File: src/core/mbio_pkg.sv
// Shared constants and types for the main board I/O logic
package mbio_pkg;
	// Clock and serial rates
	localparam int unsigned CLK_NS      = 5;
	localparam int unsigned CLK_HZ      = 200_000_000;
	localparam int unsigned BAUD_HZ     = 62_500;
	localparam int unsigned BAUD_MAX_HZ = 65_000;
	localparam int unsigned DIV_NOM     = CLK_HZ / BAUD_HZ;
	localparam int unsigned DIV_MIN     = (CLK_HZ + BAUD_MAX_HZ - 1) / BAUD_MAX_HZ;
	localparam int unsigned BAUD_DIV    = (DIV_NOM > DIV_MIN) ? DIV_NOM : DIV_MIN;
	// Timer base tick and default periods
	localparam int unsigned TICK_NS     = 10_000;
	localparam int unsigned TICK_DIV    = TICK_NS / CLK_NS;
	localparam int unsigned SYS_TICK_US = 20_000;
	localparam int unsigned KHZ_TICK_US = 1_000;
	localparam logic [15:0] T0_RST      = 16'(SYS_TICK_US * 1000 / TICK_NS);
	localparam logic [15:0] T1_RST      = 16'hffff;
	localparam logic [15:0] T2_RST      = 16'(KHZ_TICK_US * 1000 / TICK_NS);
	localparam logic [2:0]  RUN_RST     = 3'h5;
	// Watchdog
	localparam int unsigned WD_MS       = 2_000;
	localparam int unsigned WD_CYC      = WD_MS * (CLK_HZ / 1000);
	localparam int unsigned WD_PULSE    = 16;
	// Register indices, byte address is four times the index
	localparam logic [7:0]  REG_T0      = 8'h00;
	localparam logic [7:0]  REG_T1      = 8'h01;
	localparam logic [7:0]  REG_T2      = 8'h02;
	localparam logic [7:0]  REG_TMODE   = 8'h03;
	localparam logic [7:0]  REG_STAT    = 8'h04;
	localparam logic [7:0]  REG_IRQ     = 8'h08;
	localparam logic [7:0]  REG_WD      = 8'h0c;
	localparam logic [7:0]  REG_TCLR    = 8'h10;
	localparam logic [7:0]  REG_LED     = 8'h14;
	localparam logic [7:0]  REG_PDATA   = 8'h18;
	localparam logic [7:0]  REG_GDATA   = 8'h30;
	localparam logic [7:0]  REG_GSTAT   = 8'h32;
	// Interrupt source positions
	localparam int          IRQ_SUPPLY  = 7;
	localparam int          IRQ_GUARD   = 6;
	localparam int          IRQ_GPIB    = 5;
	localparam int          IRQ_SYSTICK = 4;
	localparam int          IRQ_PANEL   = 3;
	localparam int          IRQ_SERIAL  = 2;
	localparam int          IRQ_TIMER1  = 1;
	localparam int          IRQ_KHZ     = 0;
	// Timer clear bits
	localparam int          CLR_SYS     = 3;
	localparam int          CLR_T1      = 2;
	localparam int          CLR_KHZ     = 1;
	// Reset values and fixed guard status high bits
	localparam logic [3:0]  LED_RST     = 4'hf;
	localparam logic [7:0]  MASK_RST    = 8'hff;
	localparam logic [2:0]  GSTAT_HI    = 3'h6;

	typedef enum logic [2:0] {
		RX_IDLE  = 3'b000,
		RX_START = 3'b001,
		RX_DATA  = 3'b010,
		RX_PAR   = 3'b011,
		RX_STOP  = 3'b100
	} mbio_rx_st_e;

	typedef struct packed {
		logic perr;
		logic ferr;
		logic oerr;
		logic rx_full;
		logic tx_empty;
	} mbio_uart_stat_s;
endpackage : mbio_pkg

File: src/core/mbio_io_ctrl.sv
// Main board I/O logic: interrupts, timers, watchdog, panel and guard links
//
// Contract
// Panel byte is sent only while the panel ready line is high.
// Arriving panel byte sets received flag and drops the rear ready line.
// Arriving panel byte raises the panel interrupt request.
// Panel UART reports parity, framing and overrun errors.
// Fixed priority encoder, supply fault highest, kilohertz tick lowest.
// Each source is maskable; a masked source never interrupts.
// Priority order: supply, guard, gpib, tick, panel, serial, timer one, kHz.
// Three interval timers interrupt at programmed intervals.
// Timer zero gives the system tick every fiftieth of a second.
// Timer one end interrupts and switches off the EEPROM supply.
// Timer two gives the 1 kHz interrupt.
// Switch settings count only if enable switch was closed at power-up.
// Clear port bits 3, 2, 1 clear tick, timer one and kHz interrupts.
// Fault port bits 3..0 drive the four fault LEDs.
// Panel data at one address, status with switches at another.
// Host sends to the guard only when guard ready shows.
// Unguarded ready line follows the guard UART received flag.
// Reset line resets unguarded logic and guarded processor together.
// Guard link never runs above its maximum baud rate.
// Two seconds without a kick asserts reset, fault and NMI.
// All fault LEDs lit after power-up.
// Interrupt out while any unmasked source pends; read returns pending.
//
// Our own choice: the AHB-Lite slave port.
`timescale 1ns/1ps
module mbio_io_ctrl
	import mbio_pkg::*;
#(
	parameter int unsigned WD_CYCLES   = WD_CYC,
	parameter int unsigned TICK_CYCLES = TICK_DIV,
	parameter int unsigned RST_PULSE   = WD_PULSE
) (
	// Clock and reset
	input  wire logic        hclk,
	input  wire logic        hresetn,
	// AHB-Lite slave
	input  wire logic        hsel,
	input  wire logic [31:0] haddr,
	input  wire logic [1:0]  htrans,
	input  wire logic        hwrite,
	input  wire logic [2:0]  hsize,
	input  wire logic [31:0] hwdata,
	input  wire logic        hready,
	output logic      [31:0] hrdata,
	output logic             hreadyout,
	output logic             hresp,
	// Outside interrupt sources
	input  wire logic        supply_fault_irq,
	input  wire logic        guard_link_irq,
	input  wire logic        gpib_port_irq,
	input  wire logic        serial_port_irq,
	// Processor side
	output logic             cpu_irq,
	output logic      [2:0]  irq_level,
	output logic             system_reset,
	output logic             nmi,
	output logic             fault_line_n,
	// Board lines
	input  wire logic [3:0]  trouble_sw_n,
	output logic      [3:0]  fault_led,
	output logic             eeprom_supply_off,
	// Front panel link
	input  wire logic        panel_rxd,
	input  wire logic        panel_ready_line,
	output logic             panel_txd,
	output logic             rear_ready_line,
	// Guard crossing link
	input  wire logic        guard_rxd,
	input  wire logic        guard_ready_line,
	output logic             guard_txd,
	output logic             unguarded_ready_line,
	output logic             unguarded_reset_n
);
	logic            acc;
	logic            ph_ff;
	logic            w_ff;
	logic            am_ff;
	logic [7:0]      a_ff;
	logic            wr;
	logic            rd;
	logic [7:0]      wd;
	logic [7:0]      rdat;
	mbio_uart_stat_s p_stat;
	mbio_uart_stat_s g_stat;
	logic [7:0]      p_byte;
	logic [7:0]      g_byte;
	logic [15:0]     tdiv_ff;
	logic            tick_ff;
	logic [15:0]     rl_ff [3];
	logic [15:0]     cnt_ff [3];
	logic [2:0]      msb_ff;
	logic [2:0]      run_ff;
	logic [2:0]      exp_w;
	logic [2:0]      lat_ff;
	logic [7:0]      mask_ff;
	logic [7:0]      pend;
	logic            clr;
	logic [31:0]     wd_cnt_ff;
	logic [7:0]      rp_ff;
	logic            kick;
	logic            fire;
	logic            boot_ff;
	logic            sw_en_ff;

	function automatic logic [2:0] top_src(input logic [7:0] v);
		top_src = 3'h0;
		for (int i = 0; i < 8; i++) begin
			if (v[i]) begin
				top_src = 3'(i);
			end
		end
	endfunction : top_src

	// Bus slave: one wait state on every transfer
	assign acc = hsel & htrans[1] & hready;
	assign wr  = ph_ff & w_ff & am_ff;
	assign rd  = ph_ff & ~w_ff & am_ff;
	assign wd  = hwdata[7:0];

	always_ff @(posedge hclk or negedge hresetn) begin
		if (!hresetn) begin
			ph_ff     <= 1'b0;
			w_ff      <= 1'b0;
			am_ff     <= 1'b0;
			a_ff      <= 8'h00;
			hreadyout <= 1'b1;
			hresp     <= 1'b0;
		end else begin
			ph_ff     <= acc;
			hreadyout <= ~acc;
			hresp     <= 1'b0;
			if (acc) begin
				w_ff  <= hwrite;
				a_ff  <= haddr[9:2];
				am_ff <= (haddr[31:10] == 22'h0) && (haddr[1:0] == 2'h0);
			end
		end
	end

	always_comb begin
		rdat = 8'h00;
		if (a_ff == REG_T0) begin
			rdat = cnt_ff[0][7:0];
		end else if (a_ff == REG_T1) begin
			rdat = cnt_ff[1][7:0];
		end else if (a_ff == REG_T2) begin
			rdat = cnt_ff[2][7:0];
		end else if (a_ff == REG_STAT) begin
			// Switches LSB..MSB, enable, error, panel ready, received, tx free
			rdat = {sw_en_ff ? {~trouble_sw_n[0], ~trouble_sw_n[1], ~trouble_sw_n[2]} : 3'h0,
				sw_en_ff, p_stat.perr | p_stat.ferr | p_stat.oerr, panel_ready_line,
				p_stat.rx_full, p_stat.tx_empty};
		end else if (a_ff == REG_IRQ) begin
			rdat = pend;
		end else if (a_ff == REG_PDATA) begin
			rdat = p_byte;
		end else if (a_ff == REG_GDATA) begin
			rdat = g_byte;
		end else if (a_ff == REG_GSTAT) begin
			rdat = {GSTAT_HI, g_stat.ferr, g_stat.oerr, guard_ready_line, g_stat.rx_full, g_stat.tx_empty};
		end
	end

	always_ff @(posedge hclk or negedge hresetn) begin
		if (!hresetn) begin
			hrdata <= 32'h0;
		end else if (rd) begin
			hrdata <= {24'h0, rdat};
		end
	end

	// Serial links
	mbio_uart #(.DIV(BAUD_DIV)) u_panel (
		.clk        (hclk),
		.rst_n      (hresetn),
		.tx_load    (wr && a_ff == REG_PDATA),
		.tx_byte    (wd),
		.tx_allow   (panel_ready_line),
		.txd        (panel_txd),
		.rxd        (panel_rxd),
		.rx_pop     (rd && a_ff == REG_PDATA),
		.rx_byte_ff (p_byte),
		.stat       (p_stat)
	);

	// Rate is clamped at the link maximum
	mbio_uart #(.DIV(BAUD_DIV)) u_guard (
		.clk        (hclk),
		.rst_n      (hresetn),
		.tx_load    (wr && a_ff == REG_GDATA),
		.tx_byte    (wd),
		.tx_allow   (guard_ready_line),
		.txd        (guard_txd),
		.rxd        (guard_rxd),
		.rx_pop     (rd && a_ff == REG_GDATA),
		.rx_byte_ff (g_byte),
		.stat       (g_stat)
	);

	always_ff @(posedge hclk or negedge hresetn) begin
		if (!hresetn) begin
			rear_ready_line      <= 1'b1;
			unguarded_ready_line <= 1'b0;
		end else begin
			rear_ready_line      <= ~p_stat.rx_full;
			unguarded_ready_line <= g_stat.rx_full;
		end
	end

	// Timer base tick
	always_ff @(posedge hclk or negedge hresetn) begin
		if (!hresetn) begin
			tdiv_ff <= 16'h0;
			tick_ff <= 1'b0;
		end else if (tdiv_ff == 16'(TICK_CYCLES - 1)) begin
			tdiv_ff <= 16'h0;
			tick_ff <= 1'b1;
		end else begin
			tdiv_ff <= tdiv_ff + 16'h1;
			tick_ff <= 1'b0;
		end
	end

	always_comb begin
		for (int i = 0; i < 3; i++) begin
			exp_w[i] = tick_ff & run_ff[i] & (cnt_ff[i] <= 16'h1);
		end
	end

	// Counters load LSB then MSB; timer one is one-shot, started by its MSB
	always_ff @(posedge hclk or negedge hresetn) begin
		if (!hresetn) begin
			rl_ff[0]  <= T0_RST;
			rl_ff[1]  <= T1_RST;
			rl_ff[2]  <= T2_RST;
			cnt_ff[0] <= T0_RST;
			cnt_ff[1] <= T1_RST;
			cnt_ff[2] <= T2_RST;
			msb_ff    <= 3'h0;
			run_ff    <= RUN_RST;
		end else begin
			if (wr && a_ff == REG_TMODE) begin
				run_ff <= wd[2:0];
			end
			for (int i = 0; i < 3; i++) begin
				if (wr && a_ff == REG_T0 + 8'(i)) begin
					msb_ff[i] <= ~msb_ff[i];
					if (!msb_ff[i]) begin
						rl_ff[i][7:0] <= wd;
					end else begin
						rl_ff[i][15:8] <= wd;
						cnt_ff[i]      <= {wd, rl_ff[i][7:0]};
						if (i == 1) begin
							run_ff[1] <= 1'b1;
						end
					end
				end else if (exp_w[i]) begin
					cnt_ff[i] <= rl_ff[i];
					if (i == 1) begin
						run_ff[1] <= 1'b0;
					end
				end else if (tick_ff && run_ff[i]) begin
					cnt_ff[i] <= cnt_ff[i] - 16'h1;
				end
			end
		end
	end

	always_ff @(posedge hclk or negedge hresetn) begin
		if (!hresetn) begin
			eeprom_supply_off <= 1'b1;
		end else begin
			eeprom_supply_off <= ~run_ff[1];
		end
	end

	// Timer interrupt latches; a new expiry wins over a clear
	assign clr = wr && a_ff == REG_TCLR;

	always_ff @(posedge hclk or negedge hresetn) begin
		if (!hresetn) begin
			lat_ff <= 3'h0;
		end else begin
			lat_ff[0] <= exp_w[0] | (lat_ff[0] & ~(clr & wd[CLR_SYS]));
			lat_ff[1] <= exp_w[1] | (lat_ff[1] & ~(clr & wd[CLR_T1]));
			lat_ff[2] <= exp_w[2] | (lat_ff[2] & ~(clr & wd[CLR_KHZ]));
		end
	end

	always_comb begin
		pend              = 8'h00;
		pend[IRQ_SUPPLY]  = supply_fault_irq;
		pend[IRQ_GUARD]   = guard_link_irq;
		pend[IRQ_GPIB]    = gpib_port_irq;
		pend[IRQ_SYSTICK] = lat_ff[0];
		pend[IRQ_PANEL]   = p_stat.rx_full;
		pend[IRQ_SERIAL]  = serial_port_irq;
		pend[IRQ_TIMER1]  = lat_ff[1];
		pend[IRQ_KHZ]     = lat_ff[2];
	end

	always_ff @(posedge hclk or negedge hresetn) begin
		if (!hresetn) begin
			mask_ff <= MASK_RST;
		end else if (wr && a_ff == REG_IRQ) begin
			mask_ff <= wd;
		end
	end

	always_ff @(posedge hclk or negedge hresetn) begin
		if (!hresetn) begin
			cpu_irq   <= 1'b0;
			irq_level <= 3'h0;
		end else begin
			cpu_irq   <= |(pend & ~mask_ff);
			irq_level <= top_src(pend & ~mask_ff);
		end
	end

	// Watchdog
	assign kick = wr && a_ff == REG_WD;
	assign fire = wd_cnt_ff == 32'(WD_CYCLES - 1);

	always_ff @(posedge hclk or negedge hresetn) begin
		if (!hresetn) begin
			wd_cnt_ff <= 32'h0;
			rp_ff     <= 8'h00;
		end else begin
			wd_cnt_ff <= (kick || fire) ? 32'h0 : wd_cnt_ff + 32'h1;
			if (fire) begin
				rp_ff <= 8'(RST_PULSE);
			end else if (rp_ff != 8'h00) begin
				rp_ff <= rp_ff - 8'h1;
			end
		end
	end

	// Power-up reset holds all but fault_line_n low; a watchdog pulse asserts all four
	always_ff @(posedge hclk or negedge hresetn) begin
		if (!hresetn) begin
			system_reset      <= 1'b0;
			nmi               <= 1'b0;
			fault_line_n      <= 1'b1;
			unguarded_reset_n <= 1'b0;
		end else begin
			system_reset      <= fire | (rp_ff > 8'h1);
			nmi               <= fire | (rp_ff > 8'h1);
			unguarded_reset_n <= ~(fire | (rp_ff > 8'h1));
			if (fire) begin
				fault_line_n <= 1'b0;
			end
		end
	end

	always_ff @(posedge hclk or negedge hresetn) begin
		if (!hresetn) begin
			fault_led <= LED_RST;
		end else if (wr && a_ff == REG_LED) begin
			fault_led <= wd[3:0];
		end
	end

	// Enable switch caught once, at the first edge after reset release
	always_ff @(posedge hclk or negedge hresetn) begin
		if (!hresetn) begin
			boot_ff  <= 1'b0;
			sw_en_ff <= 1'b0;
		end else if (!boot_ff) begin
			boot_ff  <= 1'b1;
			sw_en_ff <= ~trouble_sw_n[3];
		end
	end
endmodule : mbio_io_ctrl

File: src/core/mbio_uart.sv
// Byte UART with even parity and a one-byte holding register each way
`timescale 1ns/1ps
module mbio_uart
	import mbio_pkg::*;
#(
	parameter int unsigned DIV = BAUD_DIV
) (
	// Clock and reset
	input  wire logic       clk,
	input  wire logic       rst_n,
	// Transmit side
	input  wire logic       tx_load,
	input  wire logic [7:0] tx_byte,
	input  wire logic       tx_allow,
	output logic            txd,
	// Receive side
	input  wire logic       rxd,
	input  wire logic       rx_pop,
	output logic [7:0]      rx_byte_ff,
	output mbio_uart_stat_s stat
);
	localparam int CW = $clog2(DIV + 1);
	localparam logic [CW-1:0] FULL = CW'(DIV - 1);
	localparam logic [CW-1:0] HALF = CW'(DIV / 2);

	logic [7:0]    tx_hold_ff;
	logic          tx_full_ff;
	logic          tx_busy_ff;
	logic [9:0]    tx_sh_ff;
	logic [3:0]    tx_n_ff;
	logic [CW-1:0] tx_cnt_ff;
	logic          tx_start;
	mbio_rx_st_e   rx_st_ff;
	logic [CW-1:0] rx_cnt_ff;
	logic [2:0]    rx_n_ff;
	logic [7:0]    rx_sh_ff;
	logic          rx_par_ff;
	logic          rx_full_ff;
	logic          perr_ff;
	logic          ferr_ff;
	logic          oerr_ff;
	logic          rx_done;

	assign tx_start = tx_full_ff & ~tx_busy_ff & tx_allow;
	assign rx_done  = (rx_st_ff == RX_STOP) && (rx_cnt_ff == '0);
	assign stat     = '{perr: perr_ff, ferr: ferr_ff, oerr: oerr_ff, rx_full: rx_full_ff, tx_empty: ~tx_full_ff};

	always_ff @(posedge clk or negedge rst_n) begin
		if (!rst_n) begin
			tx_full_ff <= 1'b0;
			tx_hold_ff <= 8'h00;
		end else if (tx_load) begin
			tx_full_ff <= 1'b1;
			tx_hold_ff <= tx_byte;
		end else if (tx_start) begin
			tx_full_ff <= 1'b0;
		end
	end

	// Frame: start, eight data bits LSB first, even parity, stop
	always_ff @(posedge clk or negedge rst_n) begin
		if (!rst_n) begin
			tx_busy_ff <= 1'b0;
			txd        <= 1'b1;
			tx_sh_ff   <= 10'h3ff;
			tx_n_ff    <= 4'h0;
			tx_cnt_ff  <= '0;
		end else if (tx_start) begin
			tx_busy_ff <= 1'b1;
			txd        <= 1'b0;
			tx_sh_ff   <= {1'b1, ^tx_hold_ff, tx_hold_ff};
			tx_n_ff    <= 4'ha;
			tx_cnt_ff  <= FULL;
		end else if (tx_busy_ff) begin
			if (tx_cnt_ff != '0) begin
				tx_cnt_ff <= tx_cnt_ff - 1'b1;
			end else if (tx_n_ff == 4'h0) begin
				tx_busy_ff <= 1'b0;
			end else begin
				txd       <= tx_sh_ff[0];
				tx_sh_ff  <= {1'b1, tx_sh_ff[9:1]};
				tx_n_ff   <= tx_n_ff - 1'b1;
				tx_cnt_ff <= FULL;
			end
		end
	end

	always_ff @(posedge clk or negedge rst_n) begin
		if (!rst_n) begin
			rx_st_ff  <= RX_IDLE;
			rx_cnt_ff <= '0;
			rx_n_ff   <= 3'h0;
			rx_sh_ff  <= 8'h00;
			rx_par_ff <= 1'b0;
		end else begin
			case (rx_st_ff)
				RX_IDLE: begin
					if (!rxd) begin
						rx_st_ff  <= RX_START;
						rx_cnt_ff <= HALF;
					end
				end
				RX_START: begin
					if (rx_cnt_ff != '0) begin
						rx_cnt_ff <= rx_cnt_ff - 1'b1;
					end else begin
						rx_st_ff  <= rxd ? RX_IDLE : RX_DATA;
						rx_cnt_ff <= FULL;
						rx_n_ff   <= 3'h0;
					end
				end
				RX_DATA: begin
					if (rx_cnt_ff != '0) begin
						rx_cnt_ff <= rx_cnt_ff - 1'b1;
					end else begin
						rx_sh_ff  <= {rxd, rx_sh_ff[7:1]};
						rx_cnt_ff <= FULL;
						rx_n_ff   <= rx_n_ff + 1'b1;
						if (rx_n_ff == 3'h7) begin
							rx_st_ff <= RX_PAR;
						end
					end
				end
				RX_PAR: begin
					if (rx_cnt_ff != '0) begin
						rx_cnt_ff <= rx_cnt_ff - 1'b1;
					end else begin
						rx_par_ff <= rxd;
						rx_st_ff  <= RX_STOP;
						rx_cnt_ff <= FULL;
					end
				end
				default: begin
					if (rx_cnt_ff != '0) begin
						rx_cnt_ff <= rx_cnt_ff - 1'b1;
					end else begin
						rx_st_ff <= RX_IDLE;
					end
				end
			endcase
		end
	end

	// New byte wins over a pop in the same cycle
	always_ff @(posedge clk or negedge rst_n) begin
		if (!rst_n) begin
			rx_full_ff <= 1'b0;
			rx_byte_ff <= 8'h00;
			perr_ff    <= 1'b0;
			ferr_ff    <= 1'b0;
			oerr_ff    <= 1'b0;
		end else if (rx_done) begin
			if (rx_full_ff && !rx_pop) begin
				oerr_ff <= 1'b1;
			end else begin
				rx_full_ff <= 1'b1;
				rx_byte_ff <= rx_sh_ff;
				perr_ff    <= rx_par_ff ^ (^rx_sh_ff);
				ferr_ff    <= ~rxd;
				oerr_ff    <= 1'b0;
			end
		end else if (rx_pop) begin
			rx_full_ff <= 1'b0;
			oerr_ff    <= 1'b0;
		end
	end
endmodule : mbio_uart

File: config.mk
export PLATFORM = sky130hd
export DESIGN_NAME = mbio_io_ctrl
export DESIGN_NICKNAME = d
export VERILOG_FILES = /design/src/core/mbio_pkg.sv /design/src/core/mbio_io_ctrl.sv /design/src/core/mbio_uart.sv
export SDC_FILE = /design/constraint.sdc
export NUM_CORES = 1
export LEC_CHECK = 0
export BUFFER_PORTS_ARGS = -buffer_cell sky130_fd_sc_hd__buf_2
export CAP_MARGIN = 20
export CELL_PAD_IN_SITES_DETAIL_PLACEMENT = 1
export CELL_PAD_IN_SITES_GLOBAL_PLACEMENT = 1
export CORE_ASPECT_RATIO = 0.7
export CORE_MARGIN = 5
export CORE_UTILIZATION = 48
export DETAILED_ROUTE_END_ITERATION = 7
export PLACE_DENSITY = 0.81
export SLEW_MARGIN = 5
export SYNTH_ARGS = -nofsm -noshare
export SYNTH_HDL_FRONTEND = slang
export SYNTH_SLANG_ARGS = --single-unit
File: constraint.sdc
create_clock -name hclk -period 2.65 [get_ports hclk]
set_clock_uncertainty 0.05 [all_clocks]
set_input_delay 0.1325 -clock hclk [delete_from_list [all_inputs] [get_ports hclk]]
set_output_delay 0.1325 -clock hclk [all_outputs]
set_load 0.005 [all_outputs]
==> results.json, run 1 <==
{
  "status": "complete, no violations",
  "seq_area_um2": 8970,
  "yosysSeqAreaShare": 0.4798,
  "fp.coreArea_um2": 38440,
  "finalCriticalPeriod_ns": 2.597,
  "crit_required_ns": 3.04,
  "avgSynthCellArea_um2": 9.954,
  "vdd_drop_max_v": 0.0004592,
  "wire_per_inst_um": 21.72,
  "synthCells": 1878,
  "intPower_uw": 9637,
  "synthFlopType": "dfrtp_1",
  "cellPowerDensity_nw_per_um2": 601.5,
  "cts.clk_slew.worst_paths_ns": 0.07,
  "dp_slack_ns": 0.08808,
  "power_frac_comb": 0.107,
  "arrival_ns": 2.99,
  "dieArea_um2": 43060,
  "r2r_setup_slack_ns": 0.05,
  "final_util": 0.5642,
  "drive_above_1_share": 0.2393,
  "relSlewSlack": 0.4701,
  "die_x_um": 245.9,
  "clock-sinks": 354,
  "cts_tree": "done",
  "async_flop_share": 1.000,
  "vias": 15599,
  "worst-slew-pin-transition_ns": 0.7912,
  "gp_congestion": 0.9228,
  "initial_core_util": 0.4864,
  "p_seq_frac": 0.459,
  "hold_path_class": "input port to flip-flop",
  "hold_viol_final": 0,
  "whs_endpoint": "hrdata[5]",
  "wl_met1_um": 25520,
  "drtIter0Drc": 1214,
  "dp_cells": 2488,
  "rsz0062_at_grt": "yes",
  "antenna_found_initial": 0,
  "n_antenna_cell": 0,
  "n_fill_cell": 4285,
  "ys_types": 94,
  "reg2reg_from": "a_ff[5]",
  "netSwitchingFraction": 0.2611,
  "yosysWarningCount": 0,
  "clock-root-buffer": "clkbuf_16",
  "grt_pass1_vias": 16399,
  "start_kind": "flip-flop",
  "grt.total_usage": 0.2591,
  "ioPinCount": 137,
  "hpwl_um": 39080,
  "top_layer_used": "met4",
  "grt_max_degree": 88,
  "numPortBuffers": 83,
  "maxCapViolCount": 0,
  "fmax_mhz": 385.1,
  "synth-edff-count": 0,
  "p_leak_uw": 0.009578,
  "layout.cells.non_filler": 2583,
  "ys_ff_latch": 354,
  "maxSlewViolCount": 0,
  "cp-end-kind": "flip-flop",
  "met3WireLength_um": 3507,
  "timing.final.ws_setup_ns": 0.05314,
  "postRouteAntennaNets": 0,
  "r2r_cells": 8,
  "multiInputGateArea_um2": 9032,
  "wl_met2_um": 25820,
  "routed_via_density": 6.039,
  "cts_max_level": 2,
  "syn_to_final_growth_pct": 16.00,
  "p_sw_uw": 3406,
  "grt-ovfl-total": 0,
  "row_count": 60,
  "grt_pass1_wl_um": 91000,
  "finalCritPeriodShare": 0.9799,
  "crit_fanout": 22,
  "die_h_um": 175.1,
  "drcViolationCount": 0,
  "tns_ns": 0,
  "clk_latency_ns": 0.55,
  "setup_violations": 0,
  "drt-total-wl_um": 56110,
  "clockBufferDepth": 3,
  "syn_area_um2": 18690,
  "r2r_end": "cnt_ff[37]",
  "fin_nets": 2137,
  "dr.pass1.iters": 5,
  "path_class": "flip-flop to flip-flop",
  "clock_power_share": 0.434,
  "hold_depth": 4,
  "min_from": "trouble_sw_n[2]",
  "cts-buffers-inserted": 37
}
## state kept, by name, summed over array words and instances (netlist names), 9 cells and up
signal and flops:
u_guard.rx_cnt_ff 12, wd_cnt_ff 32, cnt_ff 48, tdiv_ff 16
u_guard.tx_sh_ff 9, u_guard.tx_cnt_ff 12, u_panel.tx_cnt_ff 12, u_panel.rx_cnt_ff 12
u_panel.tx_sh_ff 9, rl_ff 48
## cell usage in the layout, fill, tap and decap left out, types with 33 or more instances in the layout
master,n
a21oi_1,77
a31oi_1,33
buf_2,82
buf_4,93
clkbuf_16,39
dfrtp_1,265
dfstp_2,88
inv_1,63
mux2_2,99
mux2i_1,33
nand2_1,184
nand3_1,42
nor2_1,157
nor3_1,45
nor4_1,41
o21ai_0,104
xnor2_1,49
xor2_1,34
## synth_stat cells, types with 9 or more instances
master     count  area, um^2
dfrtp_1      266        6656
nand2_1      184       690.7
nor2_1       158       593.1
o21ai_0      104       520.5
mux2_2        99        1115
dfstp_2       88        2312
a21oi_1       77       385.4
inv_1         63       236.5
clkbuf_1      58       217.7
xnor2_1       49       429.2
nor3_1        45       225.2
nor4_1        44       275.3
nand3_1       43       215.2
xor2_1        34       297.8
a31oi_1       33       206.5
mux2i_1       33       330.3
nand4_1       29       181.4
buf_4         27       202.7
or3_1         27       168.9
buf_2         26       130.1
ha_1          24       300.3
o211ai_1      20       150.1
o22ai_1       20       125.1
or4_1         20       150.1
nor2b_1       18       112.6
o31ai_1       18       135.1
a21o_1        13       97.59
and3_1        12       75.07
nand2b_1      12       75.07
o2bb2ai_1     12       105.1
o22a_1        11       96.34
a22oi_1        9       67.56
or2_2          9       56.30
## layer usage
metal	up-vias	track usage
li1	7076	-
met2	428	0.4103
met4	0	0.06041
met1	8000	0.3697
met3	95	0.05245
met5	-	0
## logic make-up after synthesis
logic type,after synthesis,share of synthesized area
flops,354,0.4798
fa+ha+maj,24,0.01606
other cells,2,0.0004017
simple gates,676,0.1907
xor+xnor,83,0.03889
mux,140,0.08212
compound gates,416,0.1474
buf+inv,183,0.04471
## power by group through the flow
stage,clock (uW),sequential [uW],combinational (uW)
after floorplan,0,5950,842
after global placement,0,6030,1260
after detailed placement,0,6060,1340
after CTS,5780,5980,1380
after global routing,6010,6010,1530
final,5670,5980,1390
## area by class of cell
type                    instances  area share
multi-input cells            1365      0.4165
flip-flops and latches        354      0.4137
repair buffers                206     0.06797
clock buffers                  54     0.05083
well taps                     527     0.03041
inverters                      63     0.01091
clock inverters                14    0.009694
## critical path, stage by stage (launching register included)
cell     delay [ns]
dfrtp_1        0.47
or4_1          0.54
buf_4          0.22
nor3_4         0.32
buf_4          0.24
o21a_1         0.17
buf_12         0.17
a21oi_1        0.06
o22ai_1        0.26
## per-stage QoR
stage          hold slack (ns)  power [uW]  instance area [um^2]
2_1_floorplan          -0.2131        6789                 18780
3_3_place_gp           0.02118        7283                 20070
3_5_place_dp           0.02557        7400                 20070
4_1_cts                0.01740       13130                 21630
5_1_grt                0.01650       13560                 21680
6_report               0.03144       13040                 21680
## how the worst max path moves through the flow
stage	slack, ns	start	to
4_1_cts	0.06	a_ff[1]	cnt_ff[32]
3_3_place_gp	0.16	a_ff[1]	cnt_ff[22]
6_report	0.05	a_ff[5]	cnt_ff[37]
5_1_grt	-0.02	u_guard.rx_cnt_ff[0]	u_guard.rx_n_ff[1]
2_1_floorplan	0.29	u_guard.rx_cnt_ff[0]	u_guard.rx_cnt_ff[9]
3_5_place_dp	0.09	a_ff[1]	cnt_ff[19]
## what timing repair did
item	CTS	global route
buffers inserted	0	2
hold buffers	25	0
resized for setup	0	10
hold endpoints to repair	308	0
setup endpoints to repair	0	27
Power figures use the tool's default switching activity.
==> run 2, diff against run 1 <==
--- a/config.mk
+++ b/config.mk
@@ -11,9 +11,10 @@
 export CELL_PAD_IN_SITES_GLOBAL_PLACEMENT = 1
 export CORE_ASPECT_RATIO = 0.7
 export CORE_MARGIN = 5
-export CORE_UTILIZATION = 48
+export CORE_UTILIZATION = 52
+export CTS_CLUSTER_SIZE = 30
 export DETAILED_ROUTE_END_ITERATION = 7
-export PLACE_DENSITY = 0.81
+export PLACE_DENSITY = 0.86
 export SLEW_MARGIN = 5
 export SYNTH_ARGS = -nofsm -noshare
 export SYNTH_HDL_FRONTEND = slang
==> constraint.sdc (replaced) <==
create_clock -name hclk -period 3.2 [get_ports hclk]
set_clock_uncertainty 0.05 [all_clocks]
set_input_delay 0.16 -clock hclk [delete_from_list [all_inputs] [get_ports hclk]]
set_output_delay 0.16 -clock hclk [all_outputs]
set_load 0.005 [all_outputs]
==> results.json, run 2 (same netlist as run 1, synthesis figures left out) <==
{
  "post_cts_resized": 0,
  "grt_pass1_wl_um": 90730,
  "drcViolationCount": 0,
  "clock-root-buffer": "clkbuf_16",
  "relSlewSlack": 0.3506,
  "hold_viol_final": 0,
  "status": "complete, no violations",
  "cp-end-kind": "flip-flop",
  "clock-sinks": 354,
  "fmax_mhz": 341.8,
  "power_uw": 10810,
  "grt_max_degree": 105,
  "clk_latency_ns": 0.54,
  "intPower_uw": 7947,
  "routed_via_density": 6.290,
  "cts.clk_slew.worst_paths_ns": 0.07,
  "setup_violations": 0,
  "finalCriticalPeriod_ns": 2.926,
  "p_sw_uw": 2860,
  "cts_tree": "done",
  "ioPinCount": 137,
  "dr.pass1.iters": 7,
  "drive_above_1_share": 0.2229,
  "die_h_um": 168.6,
  "drtIter0Drc": 1277,
  "hold_path_class": "input port to flip-flop",
  "worst-slew-pin-transition_ns": 0.9661,
  "drt-total-wl_um": 56550,
  "rsz0062_at_grt": "no",
  "crit_required_ns": 3.55,
  "largest_registers": "cnt_ff (48), rl_ff (48), wd_cnt_ff (32)",
  "gp_congestion": 0.9418,
  "fp.coreArea_um2": 35700,
  "dieArea_um2": 39900,
  "post_cts_buffers": 0,
  "wire_per_inst_um": 22.71,
  "hpwl_um": 38580,
  "grt_pass1_vias": 16549,
  "fin_nets": 2091,
  "vias": 15661,
  "syn_to_final_growth_pct": 13.55,
  "arrival_ns": 3.27,
  "antenna_found_initial": 1,
  "postRouteAntennaNets": 0,
  "power_frac_comb": 0.102,
  "p_leak_uw": 0.009356,
  "numPortBuffers": 83,
  "row_count": 58,
  "cellPowerDensity_nw_per_um2": 509.1,
  "clockBufferDepth": 3,
  "maxSlewViolCount": 0,
  "vdd_drop_max_v": 0.0003114,
  "cts_max_level": 2,
  "grt-ovfl-total": 0,
  "n_antenna_cell": 0,
  "grt.total_usage": 0.2771,
  "initial_core_util": 0.5236,
  "netSwitchingFraction": 0.2647,
  "tns_ns": 0,
  "path_class": "flip-flop to flip-flop",
  "cts-buffers-inserted": 37,
  "layout_commonest_cell": "dfrtp_1",
  "clock_power_share": 0.439,
  "start_kind": "flip-flop",
  "maxCapViolCount": 0,
  "layout_common_cells": "dfrtp_1 (266), nand2_1 (184), nor2_1 (158)",
  "crit_fanout": 14,
  "n_fill_cell": 3946,
  "die_x_um": 236.6,
  "finalCritPeriodShare": 0.9143,
  "p_seq_frac": 0.459
}
run 2: cell types whose count changed in the layout (fill, tap and decap cells not counted), moves of 2 or more:
cell and change:
clkinv_2 +3, clkbuf_8 +2, buf_4 -40, o311ai_0 +2, nor4_1 +2, buf_12 -2
o311ai_1 -2, clkbuf_1 -5, dlygate4sd3_1 -4
run 2: through the flow:
stage               utilization  instance area (um^2)  worst slack (ns)  std cells  hold WS (ns)
floorplan                     -                 18780            0.8433       1902       -0.1856
global route             0.5945                 21230            0.2210       2490       0.02401
finish                   0.5945                 21230            0.2744       2490       0.02985
detailed placement       0.5513                 19680            0.4154       2401        0.2232
global placement         0.5513                 19680            0.5063       2401        0.2114
CTS                      0.5945                 21230            0.3501       2490     0.0004572
run 2: timing repair:
item,in CTS,in global routing
setup endpoints to repair,0,0
hold buffers,21,0
hold endpoints to repair,94,0
run 2: final timing paths:
check                       startpoint  slack, ns              endpoint  cells after the start
setup / recovery               a_ff[2]       0.27             cnt_ff[0]                      7
hold / removal               hwdata[2]       0.03            cnt_ff[10]                      3
setup reg to reg               a_ff[2]       0.27             cnt_ff[0]                      7
hold reg to reg            u_guard.txd       0.40           u_guard.txd                      2
max in group asynchronous      hresetn       1.81           u_panel.txd                      3
min in group asynchronous      hresetn       0.21  u_panel.rx_cnt_ff[5]                      2
run 2: cell type report:
cell class	instances	area [um^2]	area share
sequential	354	8969	0.4225
tap	480	600.6	0.02829
multi-input combinational	1365	8995	0.4238
clock inverter	16	196.4	0.009254
clock buffer	52	1136	0.05352
inverter	63	236.5	0.01114
timing repair buffer	160	1094	0.05152
run 2: power groups by stage:
stage               clock, uW  sequential (uW)  combinational [uW]
floorplan                   0             4920                 698
global placement            0             5000                 978
detailed placement          0             5030                1050
CTS                      4800             4950                1090
global route             4990             4990                1210
finish                   4750             4960                1100
run 2: critical path: stages (launching register included):
cell	delay [ns]
dfrtp_1	0.58
buf_4	0.27
or4b_2	0.77
nor3_4	0.23
buf_4	0.26
a21oi_1	0.19
o211ai_1	0.28
o21ai_0	0.14
run 2: layer usage:
layer,vias to the layer above,routed length [um],GRT usage
met4,2,1331,0.07023
met3,110,3496,0.04544
met2,500,26470,0.4506
met1,8065,25230,0.3924
met5,-,20,0
li1,6984,-,-
